**src/rtl/csr_defs.svh**
```systemverilog
// Offsets, field positions, reset values and codes of the channel setting bank.
// Assumes inclusion by bare name from any file that decodes these registers.
`ifndef CSR_DEFS_SVH
`define CSR_DEFS_SVH
// Register byte offsets.
`define CSR_CH1_OFF 8'h04
`define CSR_CH2_OFF 8'h05
`define CSR_DRV_OFF 8'h06
`define CSR_STAT_OFF 8'h10
// Field positions inside a channel setting register.
`define CSR_PD_BIT 7
`define CSR_GAIN_HI 6
`define CSR_GAIN_LO 4
`define CSR_SEL_HI 3
`define CSR_SEL_LO 0
// Reset values; every field defaults to zero.
`define CSR_CH_RST 8'h00
`define CSR_DRV_RST 8'h00
// Gain codes.
`define CSR_GAIN_6 3'h0
`define CSR_GAIN_1 3'h1
`define CSR_GAIN_2 3'h2
`define CSR_GAIN_3 3'h3
`define CSR_GAIN_4 3'h4
`define CSR_GAIN_8 3'h5
`define CSR_GAIN_12 3'h6
// Input selection codes; the first reserved code bounds the legal set.
`define CSR_SEL_SHORTED 4'h1
`define CSR_SEL_SUPPLY 4'h3
`define CSR_SEL_RESERVED 4'ha
`define CSR_ROUTES 10
// Chop frequency codes.
`define CSR_CHOP_16 2'h0
`define CSR_CHOP_RSV 2'h1
`define CSR_CHOP_2 2'h2
`define CSR_CHOP_4 2'h3
`endif

```
**src/rtl/csr_pkg.sv**
```systemverilog
// Types shared by the channel setting bank and its decoders.
// Assumes nothing beyond a SystemVerilog compiler.
package csr_pkg;
  // One channel setting register.
  typedef struct packed {
    logic power_down;
    logic [2:0] gain_code;
    logic [3:0] input_select;
  } csr_chan_cfg_t;
  // The drive sense selection register.
  typedef struct packed {
    logic [1:0] chop_code;
    logic drive_buffer_on;
    logic drive_leadoff_sense_en;
    logic drive_from_chan_two_neg;
    logic drive_from_chan_two_pos;
    logic drive_from_chan_one_neg;
    logic drive_from_chan_one_pos;
  } csr_drive_cfg_t;
endpackage

```
**src/rtl/csr_chan_decode.sv**
```systemverilog
// Per-channel decoder: gain factor, one-hot input route and bad-code flag.
// Assumes the configuration input comes from a register on the same clock.
`include "csr_defs.svh"
module csr_chan_decode
  import csr_pkg::*;
(
  input wire logic clock,
  input wire logic srst,
  input wire csr_chan_cfg_t cfg,
  output logic [3:0] gain_value,
  output logic [`CSR_ROUTES-1:0] route,
  output logic cfg_bad
);
  // Gain factor looked up from the code.
  logic [3:0] next_gain_value;
  // A code is legal when the select is below the reserved code and gain is defined.
  wire sel_ok = cfg.input_select < `CSR_SEL_RESERVED;
  wire gain_ok = cfg.gain_code != 3'h7;
  // The gain code maps to the amplifier factor.
  always_comb begin
    case (cfg.gain_code)
      `CSR_GAIN_6: next_gain_value = 4'h6;
      `CSR_GAIN_1: next_gain_value = 4'h1;
      `CSR_GAIN_2: next_gain_value = 4'h2;
      `CSR_GAIN_3: next_gain_value = 4'h3;
      `CSR_GAIN_4: next_gain_value = 4'h4;
      `CSR_GAIN_8: next_gain_value = 4'h8;
      `CSR_GAIN_12: next_gain_value = 4'hc;
      default: next_gain_value = 4'h0;
    endcase
  end
  // Outputs are registered; a reserved select drives no route at all.
  always_ff @(posedge clock) begin
    if (srst) begin
      gain_value <= 4'h0;
      route <= '0;
      cfg_bad <= 1'b0;
    end else begin
      gain_value <= next_gain_value;
      route <= sel_ok ? (`CSR_ROUTES'(1) << cfg.input_select) : '0;
      cfg_bad <= !(sel_ok && gain_ok);
    end
  end
endmodule // csr_chan_decode

```
**src/rtl/csr_drive_decode.sv**
```systemverilog
// Drive sense decoder: chop divider and the input taps feeding the drive.
// Assumes the configuration input comes from a register on the same clock.
`include "csr_defs.svh"
module csr_drive_decode
  import csr_pkg::*;
(
  input wire logic clock,
  input wire logic srst,
  input wire csr_drive_cfg_t cfg,
  output logic [4:0] chop_divide,
  output logic [3:0] drive_taps,
  output logic chop_bad
);
  // Divider of the modulator clock chosen by the chop code.
  logic [4:0] next_chop_divide;
  always_comb begin
    case (cfg.chop_code)
      `CSR_CHOP_16: next_chop_divide = 5'h10;
      `CSR_CHOP_2: next_chop_divide = 5'h02;
      `CSR_CHOP_4: next_chop_divide = 5'h04;
      default: next_chop_divide = 5'h00;
    endcase
  end
  // Each set select bit connects its input; the taps are held off while the buffer is off.
  always_ff @(posedge clock) begin
    if (srst) begin
      chop_divide <= 5'h00;
      drive_taps <= 4'h0;
      chop_bad <= 1'b0;
    end else begin
      chop_divide <= next_chop_divide;
      drive_taps <= cfg.drive_buffer_on ? cfg[3:0] : 4'h0;
      chop_bad <= cfg.chop_code == `CSR_CHOP_RSV;
    end
  end
endmodule // csr_drive_decode

```
**src/rtl/channel_settings_regs.sv**
```systemverilog
// Channel setting register bank: two channel setting registers, the drive
// sense selection register and a status register, with their decoders.
// Assumes a host master on a plain strobe port in the same clock domain.
//
// Contract
// - Channel one bit 7 powers channel down.
// - Channel one bits 6:4 hold gain code.
// - Channel one bits 3:0 select input source.
// - Drive-node codes, third pair, reserved 1010.
// - Channel two register sits at 05h.
// - Channel two bit 7 powers it down.
// - Channel two gain uses channel one encoding.
// - Channel two input uses same code set.
// - Drive sense register sits at 06h.
// - Drive register: chop, buffer, leadoff, four taps.
// - Chop code selects divide 16, 2, 4.
// - Buffer bit enables; tap bit connects input.
//
// The implementer's own choice: the plain strobed port.
`include "csr_defs.svh"
module channel_settings_regs
  import csr_pkg::*;
#(
  parameter int ADDR_W = 8
) (
  // System clock at 200 MHz.
  input wire logic clock,
  // Synchronous active-high reset.
  input wire logic srst,
  // Register byte address.
  input wire logic [ADDR_W-1:0] addr,
  // Write data.
  input wire logic [7:0] wdata,
  // One-cycle write strobe.
  input wire logic wr_strobe,
  // One-cycle read strobe.
  input wire logic rd_strobe,
  // Read data, valid the cycle after the read strobe.
  output logic [7:0] rdata,
  // Channel one setting register contents.
  output csr_chan_cfg_t chan_one_cfg,
  // Channel two setting register contents.
  output csr_chan_cfg_t chan_two_cfg,
  // Drive sense selection register contents.
  output csr_drive_cfg_t drive_cfg,
  // Decoded gain factors.
  output logic [3:0] chan_one_gain,
  output logic [3:0] chan_two_gain,
  // One-hot input routes, zero for a reserved code.
  output logic [`CSR_ROUTES-1:0] chan_one_route,
  output logic [`CSR_ROUTES-1:0] chan_two_route,
  // Modulator clock divider for chopping, zero when reserved.
  output logic [4:0] chop_divide,
  // Inputs connected to the drive derivation.
  output logic [3:0] drive_taps
);

  // The status offset must fit the address.
  if (ADDR_W < 5) begin : g_addr_check
    $error("ADDR_W too small for the register map");
  end

  // Channel registers live in an array so both share one write path.
  csr_chan_cfg_t chan_cfg [2];
  // Flags from the decoders that report undefined codes.
  logic [1:0] chan_bad;
  logic chop_bad;

  // Gain and route outputs of both decoders, gathered per channel.
  logic [3:0] gain_arr [2];
  logic [`CSR_ROUTES-1:0] route_arr [2];

  // Address decode of each register.
  wire hit_ch1 = addr == ADDR_W'(`CSR_CH1_OFF);
  wire hit_ch2 = addr == ADDR_W'(`CSR_CH2_OFF);
  wire hit_drv = addr == ADDR_W'(`CSR_DRV_OFF);
  wire hit_stat = addr == ADDR_W'(`CSR_STAT_OFF);

  // Write enables per register.
  wire [1:0] wr_chan = {wr_strobe && hit_ch2, wr_strobe && hit_ch1};
  wire wr_drv = wr_strobe && hit_drv;

  // Status word: undefined codes held in any register.
  wire [7:0] status_word = {5'h00, chop_bad, chan_bad};

  // Read multiplexer; an unmapped address reads as zero.
  wire [7:0] next_rdata = hit_ch1 ? chan_cfg[0] :
                          hit_ch2 ? chan_cfg[1] :
                          hit_drv ? drive_cfg :
                          hit_stat ? status_word :
                          8'h00;

  // The two channel registers, their decoders and their outputs.
  for (genvar i = 0; i < 2; i++) begin : g_chan
    // A write replaces the whole byte; reset clears every field.
    always_ff @(posedge clock) begin
      if (srst) begin
        // Reset brings every field back to its default of zero.
        chan_cfg[i] <= csr_chan_cfg_t'(`CSR_CH_RST);
      end else if (wr_chan[i]) begin
        // Any code is kept as written, even an undefined one; the decoder flags it.
        chan_cfg[i] <= csr_chan_cfg_t'(wdata);
      end
    end

    // Decoder turns the codes into gain factor and route.
    csr_chan_decode u_dec (
      .clock(clock),
      .srst(srst),
      .cfg(chan_cfg[i]),
      .gain_value(gain_arr[i]),
      .route(route_arr[i]),
      .cfg_bad(chan_bad[i])
    );
  end

  // Channel outputs are the registers and decoder flops directly.
  assign chan_one_cfg = chan_cfg[0];
  assign chan_two_cfg = chan_cfg[1];
  assign chan_one_gain = gain_arr[0];
  assign chan_two_gain = gain_arr[1];
  assign chan_one_route = route_arr[0];
  assign chan_two_route = route_arr[1];

  // Drive sense selection register.
  always_ff @(posedge clock) begin
    if (srst) begin
      // Reset leaves the buffer off and no input tapped.
      drive_cfg <= csr_drive_cfg_t'(`CSR_DRV_RST);
    end else if (wr_drv) begin
      // The whole byte is replaced, the reserved chop code included.
      drive_cfg <= csr_drive_cfg_t'(wdata);
    end
  end

  // Decoder for the chop divider and drive taps.
  csr_drive_decode u_drive (
    .clock(clock),
    .srst(srst),
    .cfg(drive_cfg),
    .chop_divide(chop_divide),
    .drive_taps(drive_taps),
    .chop_bad(chop_bad)
  );

  // Read data register: loaded on a read strobe, zero otherwise.
  always_ff @(posedge clock) begin
    if (srst) begin
      // Reset clears the read bus.
      rdata <= 8'h00;
    end else if (rd_strobe) begin
      // The addressed register stands for exactly one cycle.
      rdata <= next_rdata;
    end else begin
      // Idle cycles return zero so stale data never lingers on the bus.
      rdata <= 8'h00;
    end
  end

  // Helper for the drive write check: byte viewed as the drive register.
  function automatic csr_drive_cfg_t drive_cfg_t_cast(input logic [7:0] b);
    return csr_drive_cfg_t'(b);
  endfunction
endmodule // channel_settings_regs

```
**config.mk**
```make
export PLATFORM = sky130hd
export DESIGN_NAME = channel_settings_regs
export DESIGN_NICKNAME = d
export VERILOG_FILES = /design/src/rtl/csr_pkg.sv /design/src/rtl/csr_chan_decode.sv /design/src/rtl/csr_drive_decode.sv /design/src/rtl/channel_settings_regs.sv
export VERILOG_INCLUDE_DIRS = /design/src /design/src/rtl
export SDC_FILE = /design/constraint.sdc
export NUM_CORES = 1
export LEC_CHECK = 0
export ABC_AREA = 0
export BUFFER_PORTS_ARGS = -buffer_cell sky130_fd_sc_hd__buf_2
export CAP_MARGIN = 5
export CORE_MARGIN = 1.5
export CORE_UTILIZATION = 46
export DETAILED_ROUTE_END_ITERATION = 10
export PLACE_DENSITY = 0.75
export SLEW_MARGIN = 30
export SYNTH_ARGS = -nofsm -noshare
export SYNTH_HDL_FRONTEND = slang
export SYNTH_SLANG_ARGS = --single-unit
```
**constraint.sdc**
```tcl
create_clock -name clock -period 2.4 [get_ports clock]
set_clock_uncertainty 0.1 [all_clocks]
set_input_delay 0.72 -clock clock [delete_from_list [all_inputs] [get_ports clock]]
set_output_delay 0.72 -clock clock [all_outputs]
set_load 0.05 [all_outputs]
```
# ---- Yosys cells after proc, flatten, opt, wreduce, memory -nomap -nowiden
# Memory sizes are Yosys's and may differ from the RTL's.
# Index checks and enable logic that the tools add are counted.
dict set report totals {
  input_bits 20
  word_cells 80
  reg_bits 56
  ramBits 16
  out_inout_bits 69
  mem_count 1
}
# name words word_bits rd rd_ports_with_merged_regs wr line
set mem_list {}
lappend mem_list {chan_cfg 2 8 2 0 2 channel_settings_regs.sv:64} ;# csr_chan_cfg_t chan_cfg [2];
dict set report op_classes {
  n_reduce_logical 14
  n_lt_le_gt_ge 2
  eq_ne 21
  muxes 17
  n_bitwise 6
  shifts 2
}
# op n
set ops {}
lappend ops {{case mux 4 bit (7 select lines)} 2}
lappend ops {{two-way mux 8 bit} 5}
lappend ops {{equality test 8 x 3 -> 1 bit (second input constant)} 3}
lappend ops {{left shift 1 x 4 -> 10 bit (first input constant)} 2}
lappend ops {{equality test 3 bit (second input constant)} 6}
lappend ops {{case mux 5 bit (3 select lines)} 1}
lappend ops {{equality test 3 x 2 -> 1 bit (second input constant)} 4}
lappend ops {{equality test 8 x 5 -> 1 bit (second input constant)} 1}
lappend ops {{< comparator 4 bit (second input constant)} 2}
lappend ops {{two-way mux 1 bit} 8}
lappend ops {{OR reduction 2 bit} 4}
lappend ops {{equality test 3 x 1 -> 1 bit (second input constant)} 2}
lappend ops {{zero test 3 bit} 2}
lappend ops {{!= test 3 bit (second input constant)} 2}
lappend ops {{logical AND 1 bit} 5}
lappend ops {{equality test 2 bit (second input constant)} 2}
lappend ops {{inverter 1 bit} 4}
lappend ops {{two-way mux 3 bit} 1}
lappend ops {{equality test 2 x 1 -> 1 bit (second input constant)} 1}
lappend ops {{zero test 1 bit} 2}
lappend ops {{zero test 2 bit} 1}
lappend ops {{bitwise OR 1 bit} 2}

# ---- Longest topological paths before layout
dict set report depth {
  depth_word 6
  mapped_depth 5
  depth_no_buf 4
}

# ---- By module
# A second synthesis with hierarchy kept.
dict set report unflattened {
  cells_unflattened 225
  area_unflattened_um2 2544.9
}
# module cells_per_inst area_each_um2 instances seq_area_each_um2
set modules_own_cells {}
lappend modules_own_cells {channel_settings_regs 124 1376.3 1 800.8}
lappend modules_own_cells {csr_chan_decode 41 462.9 2 300.3}
lappend modules_own_cells {csr_drive_decode 19 242.7 1 160.2}

# ---- Least setup slack after synthesis
# OpenSTA, ideal clock, no wires.
dict set report synth_timing {
  path_kind {input-to-reg}
  start {input port addr[4]}
  end {memory chan_cfg[0][0] (netlist bit) (enable)}
  stages 4
  setup_slack_ns 0.171
  setup_time_ns 0.326
  required_time_ns 1.974
  arrival_ns 1.804
  n_path_buf 0
  path_cell_list {nor4b_4 -> nand3_1 -> inv_1 -> a21o_1}
}
# element line
set synth_lines {}
lappend synth_lines {{start, declared} channel_settings_regs.sv:31} ;# input wire logic [ADDR_W-1:0] addr,
lappend synth_lines {{end, declared} channel_settings_regs.sv:64}

==> results.json <==
{
  "path_cells": "buf_2",
  "cts_tree": "done",
  "syn_inst": 225,
  "rsz0062_at_grt": "false",
  "drive_above_1_share_pct": 36.1,
  "final_antenna_net_count": 0,
  "finalHoldViolCount": 0,
  "p_leak_nw": 1.54,
  "routedWlPerCell_um": 14.8,
  "path_class": "register to primary output",
  "finalWirelength_um": 5880,
  "synth-seq-cells": 70,
  "grt_pass1_wl_um": 9450,
  "outcome": "finished clean",
  "yosysMostFrequentCell": "dfxtp_1",
  "synth_cell_type_count": 38,
  "total_power_mw": 2.54,
  "io_buffers": 86,
  "num-fill-cells": 454,
  "clock-root-buffer": "clkbuf_8",
  "maxSlewViolCount": 0,
  "finalSetupViolations": 0,
  "first_pass_iters": 4,
  "syn_to_final_growth_pct": 29.9,
  "ff_latch_area_mm2": 0.00156,
  "worst-path-max-fanout": 8,
  "synthTopCellsByArea": "dfxtp_1 (43%), edfxtp_1 (19%), and2_1 (4.9%), nor2_1 (4.1%), mux2i_1 (3.1%)",
  "yosys-top-cells-count": "dfxtp_1 (54), nor2_1 (28), and2_1 (20)",
  "hold_path_class": "register to register",
  "critPathBufInv": 1,
  "cts_resized": 0,
  "vias_per_cell": 5.05,
  "diodes": 0,
  "slowest_delay_ns": 0.53,
  "gr-usage-met1_pct": 26.5,
  "dieHeight_um": 77.3,
  "grt_overflow": 0,
  "hpwl_um": 4270,
  "multi_input_area_um2": 926,
  "busiest_layer": "met2",
  "die_area_mm2": 0.00598,
  "vias": 2006,
  "syn_area_mm2": 0.00254,
  "synth-main-ff-cell": "dfxtp_1",
  "cts_max_path_buffers": 2,
  "ir_drop_mv": 0.391,
  "htreeDepth": 3,
  "post-route-util_pct": 63.4,
  "fmax_mhz": 493,
  "crit_slowest_cell": "edfxtp_1",
  "place_inst": 381,
  "crit_family": "flip-flops",
  "worst_hold_slack_ns": 0.411,
  "avgSynthCellArea_um2": 11.3,
  "maxCapViolations": 0,
  "ioPinCount": 89,
  "synth_top_area_share_pct": 42.5,
  "clock_latency_ns": 0.34,
  "cp.arrival_ns": 1.21,
  "use_met3_pct": 5.41,
  "antenna_found_initial": 0,
  "synthArstFlopShare_pct": 0,
  "ctsHoldBuffers": 0,
  "grt_pass1_vias": 1850,
  "drc": 0,
  "grt_max_degree": 21,
  "post_cts_buffers": 0,
  "drt_iter0_markers": 159,
  "clkTransAtPathRegs_ns": 0.07,
  "crit_path_start_kind": "register",
  "endpoint_kind": "primary output",
  "place_congestion": 0.794,
  "start_util_pct": 48.8,
  "required_ns": 1.58,
  "cts.sinks": 70,
  "grtUsageTotal_pct": 21.2,
  "core_area_mm2": 0.00520,
  "yosysWarningCount": 0,
  "rows": 26,
  "setup_tns_ns": 0,
  "die_w_um": 77.3,
  "final_cells": 397,
  "use_met2_pct": 33.2,
  "cts_made_buffers": 9,
  "fin_crit_sh_pct": 84.6,
  "fin_nets": 342,
  "synth_edf_count": 16,
  "ys_seq_area_share_pct": 61.4,
  "period_minus_slack_ns": 2.03,
  "synth_top_area_cell": "dfxtp_1",
  "powerDensity_mw_per_mm2": 768
}
-- layout make-up --
class	instances	share of cell area, %
clock buffers	14	5.87
clock inverters	2	1.06
inverters	4	0.455
multi-input cells	144	28.0
flip-flops and latches	70	47.3
well taps	70	2.65
repair buffers	93	14.6
-- worst reg2reg max path, stage by stage, from the launching register on --
cell and delay [ns]:
edfxtp_1 0.53, or3b_2 0.51, nor3_1 0.16
-- flip-flops by register name (all words and copies together), names as in the netlist --
| register | count |
|---|---|
| g_chan.u_dec.route | 20 |
| rdata | 8 |
| u_drive.drive_taps | 4 |
| g_chan.u_dec.cfg_bad | 2 |
| drive_cfg | 8 |
| g_chan.u_dec.gain_value | 8 |
| u_drive.chop_bad | 1 |
| u_drive.chop_divide | 3 |
| chan_cfg | 16 |
-- logic make-up after synthesis --
group                     synth area share (%)
AOI/OAI and AO/OA                         6.10
muxes                                     3.15
xor gates and xnor gates                 0.689
buffers and inverters                     2.31
other                                    0.147
DFF                                       61.4
and+or+nand+nor                           26.2
-- path summary, 6_finish.rpt --
path                   from                       end  slack [ns]  depth (start not counted)
min reg2reg    drive_cfg[1]     u_drive.drive_taps[1]        0.41                          1
max          chan_cfg[0][0]           chan_one_cfg[0]        0.37                          1
min            drive_cfg[1]     u_drive.drive_taps[1]        0.41                          1
max reg2reg  chan_cfg[0][3]  g_chan[0].u_dec.route[4]        1.02                          2
-- report_power, final --
group	total (mW)	internal [mW]	leakage, nW	switching [mW]
Sequential	1.27	1.23	0.590	0.0319
Clock	1.04	0.627	0.118	0.411
Combinational	0.233	0.0592	0.828	0.174
-- routing by layer --
layer	up-vias	routed length [µm]	share of wire (%)
met4	0	143	2.4
met2	85	2780	47
met5	-	0	0
met1	937	2510	43
met3	11	452	7.7
li1	973	-	-
-- cell usage in the layout, fill, tap and decap left out, types with 2 or more instances in the layout --
cell type  netlist  routed
a21oi_1          2       2
nor2b_1          4       4
nor2_1          28      28
nand2b_1        10      10
o21ai_0          7       7
mux2i_1          8       8
or3b_2           2       2
nand2_1          6       6
dfxtp_1         54      54
xnor2_1          2       2
inv_1            4       4
clkbuf_8         0      12
edfxtp_1        16      16
a22oi_1          6       6
buf_4            3       7
nand3_1          4       4
nor3_1          16      16
nor3b_1          4       4
a22o_1           3       3
nor2_2           2       2
conb_1           1       2
a211oi_1         3       3
and2_1          20      20
nor4b_4          2       2
buf_2            2      86
nand3b_1         2       2
-- per-stage QoR --
| stage | setup WS, ns | area (µm²) |
|---|---|---|
| after CTS | 0.369 | 3300 |
| after global routing | 0.304 | 3300 |
| final | 0.371 | 3300 |
| after floorplan | 0.171 | 2550 |
| after detailed placement | 0.0990 | 3070 |
| after global placement | 0.113 | 3070 |
No activity file was read; power rests on OpenSTA's default activity.
